## src/drive_status_pkg.sv

```systemverilog
package drive_status_pkg;
	localparam int CLK_HZ = 10_000_000;
	localparam int MS_TIME_US = 1000;
	localparam int MS_CYCLES = CLK_HZ / 1_000_000 * MS_TIME_US;
	localparam logic [23:0] CLK_HZ_24 = 24'h989680;
	// Frequencies in 0.01 Hz, percentages in 0.1 %, voltages in 0.01 V
	localparam logic [19:0] ARRIVAL_WIDTH_RST = 20'h000FA;
	localparam logic [19:0] ARRIVAL_WIDTH_MAX = 20'h493E0;
	localparam logic [19:0] LEVEL_B_UPPER_RST = 20'h009C4;
	localparam logic [19:0] LEVEL_B_LOWER_RST = 20'h00960;
	localparam logic [9:0] ZERO_THR_RST = 10'h00A;
	localparam logic [9:0] ZERO_THR_MAX = 10'h3E8;
	localparam logic [9:0] PER_MILLE = 10'h3E8;
	localparam logic [19:0] FS_CUR = 20'h007D0;
	localparam logic [19:0] FS_TORQUE = 20'h00BB8;
	localparam logic [19:0] FS_VOLT = 20'h005DC;
	localparam logic [19:0] FS_AI = 20'h003E8;
	localparam logic [19:0] FS_RAW = 20'h0FFFF;
	localparam logic [8:0] RATE_MIN = 9'h001;
	localparam logic [8:0] RATE_MAX = 9'h1F4;
	localparam logic [8:0] RATE_RST = 9'h064;
	localparam logic [6:0] HZ_PER_RATE = 7'h64;
	localparam logic [16:0] FRAC_FULL = 17'h10000;
	localparam logic [16:0] FRAC_CENTRE = 17'h08000;
	localparam logic [5:0] FN_ARRIVAL = 6'h01;
	localparam logic [5:0] FN_LEVEL_A = 6'h03;
	localparam logic [5:0] FN_LEVEL_B = 6'h04;
	localparam logic [5:0] FN_ZERO = 6'h0A;
	localparam logic [5:0] FN_LAST = 6'h2C;
	localparam logic [4:0] SRC_NONE = 5'h00;
	localparam logic [4:0] SRC_LAST = 5'h13;
	typedef enum logic [1:0] {CM_NONE = 2'b00, CM_LOW_POS = 2'b01, CM_HIGH_POS = 2'b10} centre_t;
	typedef struct packed {
		logic [19:0] outFreq;
		logic [19:0] setFreq;
		logic [19:0] feedbackFreq;
		logic [19:0] motorSpeed;
		logic signed [15:0] driveCurrent;
		logic signed [15:0] motorCurrent;
		logic signed [15:0] outTorque;
		logic signed [15:0] torqueCurrent;
		logic signed [15:0] outVoltage;
		logic signed [15:0] ai1Volt;
		logic signed [15:0] ai2Volt;
		logic signed [15:0] outPower;
		logic signed [15:0] torqueLimElec;
		logic signed [15:0] torqueLimBrake;
		logic signed [15:0] torqueOffset;
		logic signed [15:0] torqueRef;
		logic [15:0] hostExpansion;
		logic [15:0] busCardPct;
	} drive_qty_t;
	typedef struct packed {
		logic [19:0] maxOutputFreq;
		logic [19:0] arrivalWidthSetting;
		logic [19:0] levelAUpper;
		logic [19:0] levelALower;
		logic [19:0] levelBUpper;
		logic [19:0] levelBLower;
		logic [4:0] pulseSourceSelect;
		logic [8:0] pulseMaxRate;
		centre_t centreModeSelect;
		logic [9:0] zeroSpeedThreshold;
		logic collectorOnePulse;
		logic vfMode;
		logic [2:0][5:0] termFunc;
		logic [2:0] termNegative;
		logic [15:0] relayDelayMs;
	} setting_t;
endpackage

```

## src/serial_ratio_divider.sv

```systemverilog
`timescale 1ns/1ps
module serial_ratio_divider (
	input wire logic mclk,
	input wire logic reset,
	input wire logic start,
	input wire logic [35:0] dividend,
	input wire logic [19:0] divisor,
	output logic [35:0] quotient,
	output logic done
);
	logic busy_ff, nxt_busy;
	logic done_ff, nxt_done;
	logic [5:0] count_ff, nxt_count;
	logic [20:0] rem_ff, nxt_rem;
	logic [35:0] work_ff, nxt_work;
	logic [19:0] divisor_ff, nxt_divisor;
	logic [20:0] trial;
	logic fits;

	// Restoring division, one quotient bit per cycle; a zero divisor yields all ones
	// Divisor is held from start so a changing source cannot corrupt a division
	always_comb
	begin
		nxt_busy = busy_ff;
		nxt_done = 1'b0;
		nxt_count = count_ff;
		nxt_rem = rem_ff;
		nxt_work = work_ff;
		nxt_divisor = divisor_ff;
		trial = {rem_ff[19:0], work_ff[35]};
		fits = trial >= {1'b0, divisor_ff};
		if (busy_ff)
		begin
			nxt_rem = fits ? trial - {1'b0, divisor_ff} : trial;
			nxt_work = {work_ff[34:0], fits};
			nxt_count = count_ff - 6'h01;
			if (count_ff == 6'h00)
			begin
				nxt_busy = 1'b0;
				nxt_done = 1'b1;
			end
		end
		else if (start)
		begin
			nxt_busy = 1'b1;
			nxt_count = 6'h23;
			nxt_rem = 21'h000000;
			nxt_work = dividend;
			nxt_divisor = divisor;
		end
	end

	always_ff @(posedge mclk or posedge reset)
	begin
		if (reset)
		begin
			busy_ff <= 1'b0;
			done_ff <= 1'b0;
			count_ff <= 6'h00;
			rem_ff <= 21'h000000;
			work_ff <= 36'h000000000;
			divisor_ff <= 20'h00000;
		end
		else
		begin
			busy_ff <= nxt_busy;
			done_ff <= nxt_done;
			count_ff <= nxt_count;
			rem_ff <= nxt_rem;
			work_ff <= nxt_work;
			divisor_ff <= nxt_divisor;
		end
	end

	assign quotient = work_ff;
	assign done = done_ff;
endmodule

```

## src/drive_status_pulse_output.sv

```systemverilog
`timescale 1ns/1ps
module drive_status_pulse_output #(
	parameter int MS_CYCLES_P = drive_status_pkg::MS_CYCLES
) (
	input wire logic mclk,
	input wire logic reset,
	input wire drive_status_pkg::drive_qty_t qty,
	input wire drive_status_pkg::setting_t cfg,
	input wire logic [44:0] funcIn,
	output logic collectorOutOne,
	output logic collectorOutTwo,
	output logic relayOutOne,
	output logic freqArrivalFlag,
	output logic freqLevelDetectA,
	output logic freqLevelDetectB,
	output logic zeroSpeedFlag,
	output logic [15:0] pulseFreqHz
);
	import drive_status_pkg::*;

	typedef enum logic [1:0] {PS_START = 2'b00, PS_WAIT = 2'b01, PS_SCALE = 2'b10} pulse_state_t;

	// Selected source as signed value and its full-scale figure
	function automatic logic [40:0] pickSource(input logic [4:0] sel, input drive_qty_t q,
		input logic [19:0] fmax);
		logic signed [20:0] v;
		logic [19:0] fs;
		v = 21'sh000000;
		fs = FS_RAW;
		unique case (sel)
			5'h01: begin v = $signed({1'b0, q.outFreq}); fs = fmax; end
			5'h02: begin v = $signed({1'b0, q.setFreq}); fs = fmax; end
			5'h03: begin v = 21'(q.driveCurrent); fs = FS_CUR; end
			5'h04: begin v = 21'(q.motorCurrent); fs = FS_CUR; end
			5'h05: begin v = 21'(q.outTorque); fs = FS_TORQUE; end
			5'h06: begin v = 21'(q.torqueCurrent); fs = FS_TORQUE; end
			5'h07: begin v = $signed({1'b0, q.motorSpeed}); fs = fmax; end
			5'h08: begin v = 21'(q.outVoltage); fs = FS_VOLT; end
			5'h09: begin v = 21'(q.ai1Volt); fs = FS_AI; end
			5'h0A: begin v = 21'(q.ai2Volt); fs = FS_AI; end
			5'h0C: begin v = 21'(q.outPower); fs = FS_CUR; end
			5'h0D: begin v = 21'(q.torqueLimElec); fs = FS_TORQUE; end
			5'h0E: begin v = 21'(q.torqueLimBrake); fs = FS_TORQUE; end
			5'h0F: begin v = 21'(q.torqueOffset); fs = FS_TORQUE; end
			5'h10: begin v = 21'(q.torqueRef); fs = FS_TORQUE; end
			5'h11: begin v = $signed({5'h00, q.hostExpansion}); fs = FS_RAW; end
			5'h13: begin v = $signed({5'h00, q.busCardPct}); fs = FS_RAW; end
			default: begin v = 21'sh000000; fs = FS_RAW; end
		endcase
		return {v, fs};
	endfunction

	function automatic logic termState(input logic [5:0] code, input logic [44:0] flags);
		return (code <= FN_LAST) ? flags[code] : 1'b0;
	endfunction

	pulse_state_t pstate_ff, nxt_pstate;
	logic srcNeg_ff, nxt_srcNeg;
	logic [15:0] pulseHz_ff, nxt_pulseHz;
	logic [16:0] frac_ff, nxt_frac;
	logic [23:0] phase_ff, nxt_phase;
	logic wave_ff, nxt_wave;
	logic divStart;
	logic divDone;
	logic [35:0] divQuot;
	logic [40:0] picked;
	logic signed [20:0] srcVal;
	logic [19:0] srcFull;
	logic [19:0] srcMag;
	logic [16:0] ratio;
	logic signed [18:0] signedRatio;
	logic signed [18:0] centred;
	logic [8:0] rate;
	logic [33:0] product;
	logic [24:0] phaseSum;

	assign picked = pickSource(cfg.pulseSourceSelect, qty, cfg.maxOutputFreq);
	assign srcVal = $signed(picked[40:20]);
	assign srcFull = picked[19:0];
	assign srcMag = srcVal[20] ? 20'(-srcVal) : srcVal[19:0];
	assign ratio = (divQuot > 36'(FRAC_FULL)) ? FRAC_FULL : divQuot[16:0];
	assign signedRatio = srcNeg_ff ? -$signed({2'b00, ratio}) : $signed({2'b00, ratio});
	assign divStart = pstate_ff == PS_START;

	serial_ratio_divider i_serial_ratio_divider (
		.mclk(mclk),
		.reset(reset),
		.start(divStart),
		.dividend({srcMag, 16'h0000}),
		.divisor(srcFull),
		.quotient(divQuot),
		.done(divDone)
	);

	// Source sampling, normalising and centre-point placement
	always_comb
	begin
		nxt_pstate = pstate_ff;
		nxt_srcNeg = srcNeg_ff;
		nxt_frac = frac_ff;
		nxt_pulseHz = pulseHz_ff;
		centred = 19'sh00000;
		rate = cfg.pulseMaxRate < RATE_MIN ? RATE_MIN : cfg.pulseMaxRate;
		rate = rate > RATE_MAX ? RATE_MAX : rate;
		product = 34'(frac_ff) * 34'(rate) * 34'(HZ_PER_RATE);
		unique case (pstate_ff)
			PS_START:
			begin
				nxt_srcNeg = srcVal[20];
				nxt_pstate = PS_WAIT;
			end
			PS_WAIT:
			begin
				if (divDone)
				begin
					unique case (cfg.centreModeSelect)
						CM_LOW_POS: centred = $signed({2'b00, FRAC_CENTRE}) - (signedRatio >>> 1);
						CM_HIGH_POS: centred = $signed({2'b00, FRAC_CENTRE}) + (signedRatio >>> 1);
						default: centred = signedRatio;
					endcase
					if (centred < 0)
						nxt_frac = 17'h00000;
					else if (centred > $signed({2'b00, FRAC_FULL}))
						nxt_frac = FRAC_FULL;
					else
						nxt_frac = centred[16:0];
					if (cfg.pulseSourceSelect == SRC_NONE || cfg.pulseSourceSelect > SRC_LAST)
						nxt_frac = 17'h00000;
					nxt_pstate = PS_SCALE;
				end
			end
			PS_SCALE:
			begin
				nxt_pulseHz = product[31:16];
				nxt_pstate = PS_START;
			end
			default: nxt_pstate = PS_START;
		endcase
	end

	always_ff @(posedge mclk or posedge reset)
	begin
		if (reset)
		begin
			pstate_ff <= PS_START;
			srcNeg_ff <= 1'b0;
			frac_ff <= 17'h00000;
			pulseHz_ff <= 16'h0000;
		end
		else
		begin
			pstate_ff <= nxt_pstate;
			srcNeg_ff <= nxt_srcNeg;
			frac_ff <= nxt_frac;
			pulseHz_ff <= nxt_pulseHz;
		end
	end

	// Phase accumulator: two edges per period at the scaled rate
	always_comb
	begin
		phaseSum = {1'b0, phase_ff} + {8'h00, pulseHz_ff, 1'b0};
		nxt_phase = phaseSum[23:0];
		nxt_wave = wave_ff;
		if (phaseSum >= {1'b0, CLK_HZ_24})
		begin
			nxt_phase = 24'(phaseSum - {1'b0, CLK_HZ_24});
			nxt_wave = ~wave_ff;
		end
		if (!cfg.collectorOnePulse || pulseHz_ff == 16'h0000)
		begin
			nxt_phase = 24'h000000;
			nxt_wave = 1'b0;
		end
	end

	always_ff @(posedge mclk or posedge reset)
	begin
		if (reset)
		begin
			phase_ff <= 24'h000000;
			wave_ff <= 1'b0;
		end
		else
		begin
			phase_ff <= nxt_phase;
			wave_ff <= nxt_wave;
		end
	end

	// Detectors
	logic arrival_ff, nxt_arrival;
	logic levelA_ff, nxt_levelA;
	logic levelB_ff, nxt_levelB;
	logic zero_ff, nxt_zero;
	logic [19:0] freqErr;
	logic [29:0] fbScaled;
	logic [29:0] thrScaled;

	always_comb
	begin
		freqErr = qty.outFreq >= qty.setFreq ? qty.outFreq - qty.setFreq
			: qty.setFreq - qty.outFreq;
		nxt_arrival = freqErr <= cfg.arrivalWidthSetting;
		nxt_levelA = levelA_ff;
		if (qty.outFreq > cfg.levelAUpper)
			nxt_levelA = 1'b1;
		else if (qty.outFreq < cfg.levelALower)
			nxt_levelA = 1'b0;
		nxt_levelB = levelB_ff;
		if (qty.outFreq > cfg.levelBUpper)
			nxt_levelB = 1'b1;
		else if (qty.outFreq < cfg.levelBLower)
			nxt_levelB = 1'b0;
		fbScaled = 30'(qty.feedbackFreq) * 30'(PER_MILLE);
		thrScaled = 30'(cfg.maxOutputFreq) * 30'(cfg.zeroSpeedThreshold);
		nxt_zero = cfg.vfMode ? qty.outFreq == 20'h00000 : fbScaled < thrScaled;
	end

	always_ff @(posedge mclk or posedge reset)
	begin
		if (reset)
		begin
			arrival_ff <= 1'b0;
			levelA_ff <= 1'b0;
			levelB_ff <= 1'b0;
			zero_ff <= 1'b0;
		end
		else
		begin
			arrival_ff <= nxt_arrival;
			levelA_ff <= nxt_levelA;
			levelB_ff <= nxt_levelB;
			zero_ff <= nxt_zero;
		end
	end

	// Terminal routing, polarity and relay delay
	logic [44:0] flags;
	logic [2:0] termLevel;
	logic [2:0] pin_ff, nxt_pin;
	logic [15:0] relayCnt_ff, nxt_relayCnt;
	logic [13:0] msDiv_ff, nxt_msDiv;
	logic msTick;

	always_comb
	begin
		flags = funcIn;
		flags[FN_ARRIVAL] = arrival_ff;
		flags[FN_LEVEL_A] = levelA_ff;
		flags[FN_LEVEL_B] = levelB_ff;
		flags[FN_ZERO] = zero_ff;
		for (int t = 0; t < 3; t++)
			termLevel[t] = termState(cfg.termFunc[t], flags) ^ cfg.termNegative[t];
		msTick = msDiv_ff == 14'(MS_CYCLES_P - 1);
		nxt_msDiv = msTick ? 14'h0000 : msDiv_ff + 14'h0001;
		nxt_pin = pin_ff;
		nxt_pin[0] = cfg.collectorOnePulse ? wave_ff : termLevel[0];
		nxt_pin[1] = termLevel[1];
		nxt_relayCnt = 16'h0000;
		if (termLevel[2] != pin_ff[2])
		begin
			if (relayCnt_ff >= cfg.relayDelayMs)
				nxt_pin[2] = termLevel[2];
			else
				nxt_relayCnt = msTick ? relayCnt_ff + 16'h0001 : relayCnt_ff;
		end
	end

	always_ff @(posedge mclk or posedge reset)
	begin
		if (reset)
		begin
			pin_ff <= 3'h0;
			relayCnt_ff <= 16'h0000;
			msDiv_ff <= 14'h0000;
		end
		else
		begin
			pin_ff <= nxt_pin;
			relayCnt_ff <= nxt_relayCnt;
			msDiv_ff <= nxt_msDiv;
		end
	end

	assign collectorOutOne = pin_ff[0];
	assign collectorOutTwo = pin_ff[1];
	assign relayOutOne = pin_ff[2];
	assign freqArrivalFlag = arrival_ff;
	assign freqLevelDetectA = levelA_ff;
	assign freqLevelDetectB = levelB_ff;
	assign zeroSpeedFlag = zero_ff;
	assign pulseFreqHz = pulseHz_ff;
endmodule

```

## config.mk

```make
export PLATFORM = sky130hd
export DESIGN_NAME = drive_status_pulse_output
export DESIGN_NICKNAME = d
export VERILOG_FILES = /design/src/drive_status_pkg.sv /design/src/serial_ratio_divider.sv /design/src/drive_status_pulse_output.sv
export SDC_FILE = /design/constraint.sdc
export NUM_CORES = 2
export LEC_CHECK = 0
export BUFFER_PORTS_ARGS = -buffer_cell sky130_fd_sc_hd__buf_4
export CAP_MARGIN = 20
export CORE_ASPECT_RATIO = 2
export CORE_MARGIN = 10
export CORE_UTILIZATION = 41
export CTS_BUF_LIST = sky130_fd_sc_hd__clkbuf_16
export DETAILED_ROUTE_END_ITERATION = 12
export MAX_ROUTING_LAYER = met4
export PLACE_DENSITY = 0.71
export SYNTH_ARGS = -nofsm -noshare
export SYNTH_HDL_FRONTEND = slang
export SYNTH_SLANG_ARGS = --single-unit
export TNS_END_PERCENT = 1
```

## constraint.sdc

```tcl
create_clock -name mclk -period 14.4 [get_ports mclk]
set_input_delay 0.72 -clock mclk [delete_from_list [all_inputs] [get_ports mclk]]
set_output_delay 0.72 -clock mclk [all_outputs]
set_load 0.01 [all_outputs]
```

==> results.tsv <==
stage	metric	value	unit
clocking	CTS tree	yes	
clocking	CTS max path bufs	2	
critical_path	type of origin of the critical path	input pin	
drt	Met1 Wirelength	48.8	mm
timing	FMAX	103	MHz
synth	Main synth FF type	dfrtp_1	
placement	pre-CTS WS	4.20	ns
timing	final setup TNS	0	ns
layout	Post-Route Utilization	0.480	
timing	clk_skew	0.0156	ns
timing	Slew @ Worst Pin	1.06	ns
floorplanning	Core Rows	153	
synth	FFs w/ async S/R, synth	1.00	
timing	Final Hold Viols	0	
timing	final worst slack	4.70	ns
synth	Syn Nets	5592	
power	cell leakage power	0.0215	µW
job	max capacitance violation total	0	
clocking	CTS Buf Count	17	
floorplanning	Die X	229	µm
power	maximum VDD drop	0.000215	V
global_route	vias in the first global route	35900	
drt	uppermost routed layer	met4	
power	Cell Pwr Density	115	mW/mm²
clocking	CTS-repair resized insts	0	
drt	final WL	137	mm
drt	vias per std cell	5.74	
clocking	Post-CTS Setup Inserts	0	
placement	HPWL Detailed	118	mm
critical_path	Req. time, crit path	14.74	ns
global_route	Global Route Usage Sum	0.275	
synth	FF+latch count, synth	181	
critical_path	slowest stage delay, CP	0.64	ns
power	overall power	4810	µW
drt	met3 wire len	6.82	mm
critical_path	Arr. time, crit path	10.04	ns
global_route	aggregate global routing overflow	0	
global_route	initial antenna violation count	22	
synth	Area contributors post-synth	fa_1 (19%), ha_1 (17%), dfrtp_1 (13%), inv_1 (6.1%), nand2_1 (4.6%)	
timing	crit share post-route	0.674	
critical_path	CP Max Fanout	19	
min_path	Hold Path Class	in -> async	
critical_path	reg-to-reg slack, setup	5.68	ns
timing	Period minus WS final	9.70	ns
synth	number of synthesized flops with an enable pin	0	
critical_path	Worst R2R Start	frac_ff[3]	
layout	nets	6012	
critical_path	CP max-delay cell	a21o_1	
floorplanning	# IOs	559	
drt	post-route ant nets	0	
synth	synthesized cell area	0.0359	mm²
clocking	Clock Pin Slew Worst Setup and Hold Paths	0.08	ns
placement	Final Wtd Congestion	1.02	
clocking	root buffer cell	clkbuf_16	
critical_path	CP top delay family	adder cells	
clocking	worst skew pair latency	0.47	ns
synth	Seq/Total Area, Yosys	0.126	
timing	Hold Worst Slack	0.389	ns
global_route	first-pass GRT wire length	207	mm
critical_path	buffer and inverter count on the worst path	6	
layout	area grow syn2layout	16.3	%
timing	Slew HR	0.296	
drt	vias	33600	
critical_path	WS Path Type	in -> reg	
drt	met2 WL post-DR	73.6	mm
timing	Slew Limit Fails	0	
placement	Port Buffers	554	
floorplanning	die height	438	µm
global_route	largest net degree at the start of global routing	117	
clocking	CTS H-tree depth	4	
floorplanning	CORE AREA	0.0869	mm²
synth	top-area cell type share of the netlist area	0.191	
synth	largest area contributor in the netlist	fa_1	
floorplanning	Starting Density	0.413	
critical_path	R2R depth	33	
timing	RSZ-0062 raised after global routing	no	
drt	DR WL/cell	23.3	µm
drt	drt first-iter violations	1747	
layout	layout cells sized above 1	0.159	
clocking	CTS sink cnt	181	
layout	Filler cells	8608	
timing	final setup vio count	0	
layout	area occupied by registers	0.00453	mm²
run_status	status	finished clean	
synth	Cell variety after synth	94	
drt	DR DRC count	0	
clocking	hold buffers post-CTS	0	
synth	Syn Area/Cell	8.46	µm²
floorplanning	die area	0.100	mm²
critical_path	Worst R2R End	pulseFreqHz[15]	
layout	area of the multi-input gates	0.0284	mm²
drt	drt pass-1 iters	7	
critical_path	crit path capture type	flop	
synth	Synth Instances	4237	
synth	number of warning messages in the yosys log	0	
-- layout by cell type, fill, tap and decap left out, types with 10 or more instances in the layout --
cell type and count:
a21o_1 122, mux2_2 26, a222oi_1 12, a21oi_1 195
nand3_1 69, xnor2_1 110, o21ai_0 187, a221oi_1 20
nand2b_1 44, and2_1 170, or2_2 15, dfrtp_1 180
buf_4 587, o21bai_1 17, a31oi_1 23, or3_1 31
o21a_1 25, o211ai_1 20, a211oi_1 26, nand4_1 54
mux4_2 34, a22oi_1 112, nor3_1 69, nand2_1 439
ha_1 477, or4_1 10, nor4_1 41, diode_2 24
xor2_1 95, a22o_1 27, nor2_1 179, inv_1 583
o31ai_1 19, fa_1 342, clkbuf_16 18, mux2i_1 21
a221o_1 12, and3_1 29, nor2b_1 46
-- synth_stat cells (21+ instances only) --
cell type / instances
nand3_1: 69
mux2_2: 26
o21a_1: 25
and2_1: 170
ha_1: 477
a211oi_1: 26
inv_1: 584
mux4_2: 34
nor2b_1: 46
a21o_1: 122
clkbuf_1: 162
a31oi_1: 24
or3_1: 31
a21oi_1: 195
o21ai_0: 187
dfrtp_1: 181
nor3_1: 69
xor2_1: 95
a22oi_1: 112
and3_1: 29
nor2_1: 182
fa_1: 342
nand4_1: 54
mux2i_1: 21
nor4_1: 41
nand2b_1: 44
a22o_1: 27
xnor2_1: 110
nand2_1: 439
-- worst max path at each step --
stage	start	to	cells after the start
4_1_cts	cfg[57]	pulseFreqHz[15]	37
6_report	cfg[57]	pulseFreqHz[15]	37
3_5_place_dp	cfg[57]	pulseFreqHz[15]	37
3_3_place_gp	cfg[57]	pulseFreqHz[15]	37
2_1_floorplan	cfg[57]	pulseFreqHz[15]	38
5_1_grt	cfg[57]	pulseFreqHz[15]	37
-- logic make-up (layout without fill, tap and decap cells) --
| kind of cell | after synthesis | count (layout) | share of synthesized area |
|---|---|---|---|
| AOI/OAI and AO/OA | 931 | 931 | 0.175 |
| DFF | 181 | 181 | 0.126 |
| adders and majority gates | 821 | 821 | 0.358 |
| xor gates and xnor gates | 205 | 205 | 0.0501 |
| muxes | 81 | 81 | 0.0354 |
| other | 0 | 24 | 0 |
| and+or+nand+nor | 1246 | 1246 | 0.173 |
| buffers and inverters | 772 | 1205 | 0.0820 |
-- flip-flops by register name, indices dropped and copies added, names as in the netlist --
signal,cells
frac_ff,17
freqArrivalFlag,1
freqLevelDetectA,1
freqLevelDetectB,1
i_serial_ratio_divider.busy_ff,1
i_serial_ratio_divider.count_ff,6
i_serial_ratio_divider.divisor_ff,20
i_serial_ratio_divider.done,1
i_serial_ratio_divider.quotient,36
i_serial_ratio_divider.rem_ff,20
msDiv_ff,14
phase_ff,23
pin_ff,3
pstate_ff,2
pulseFreqHz,16
relayCnt_ff,16
srcNeg_ff,1
wave_ff,1
zeroSpeedFlag,1
-- power breakdown --
group / internal (µW) / switching [µW] / leakage (µW)
logic: 1650 / 2020 / 0.0188
clock network: 264 / 238 / 0.000296
registers: 560 / 71.0 / 0.00236
total: 2480 / 2330 / 0.0215
-- routing by layer --
metal	up-vias	GRT usage
met5	-	-
met2	1118	0.509
li1	15400	-
met4	0	0.137
met3	331	0.0389
met1	16800	0.278
-- through the flow --
| stage | cells | area, µm² |
|---|---|---|
| floorplan | 4237 | 35900 |
| global placement | 5799 | 41000 |
| detailed placement | 5799 | 41000 |
| CTS | 5831 | 41600 |
| global route | 5854 | 41700 |
| finish | 5856 | 41700 |
-- cell type report --
type	count	area share
inverters	585	0.0528
flip-flops and latches	181	0.109
clock buffers	17	0.0102
repair buffers	588	0.106
diodes	24	0.00144
well taps	1162	0.0349
clock inverters	15	0.00456
multi-input cells	3284	0.681
Note: power is estimated with default switching activity, not from simulation.
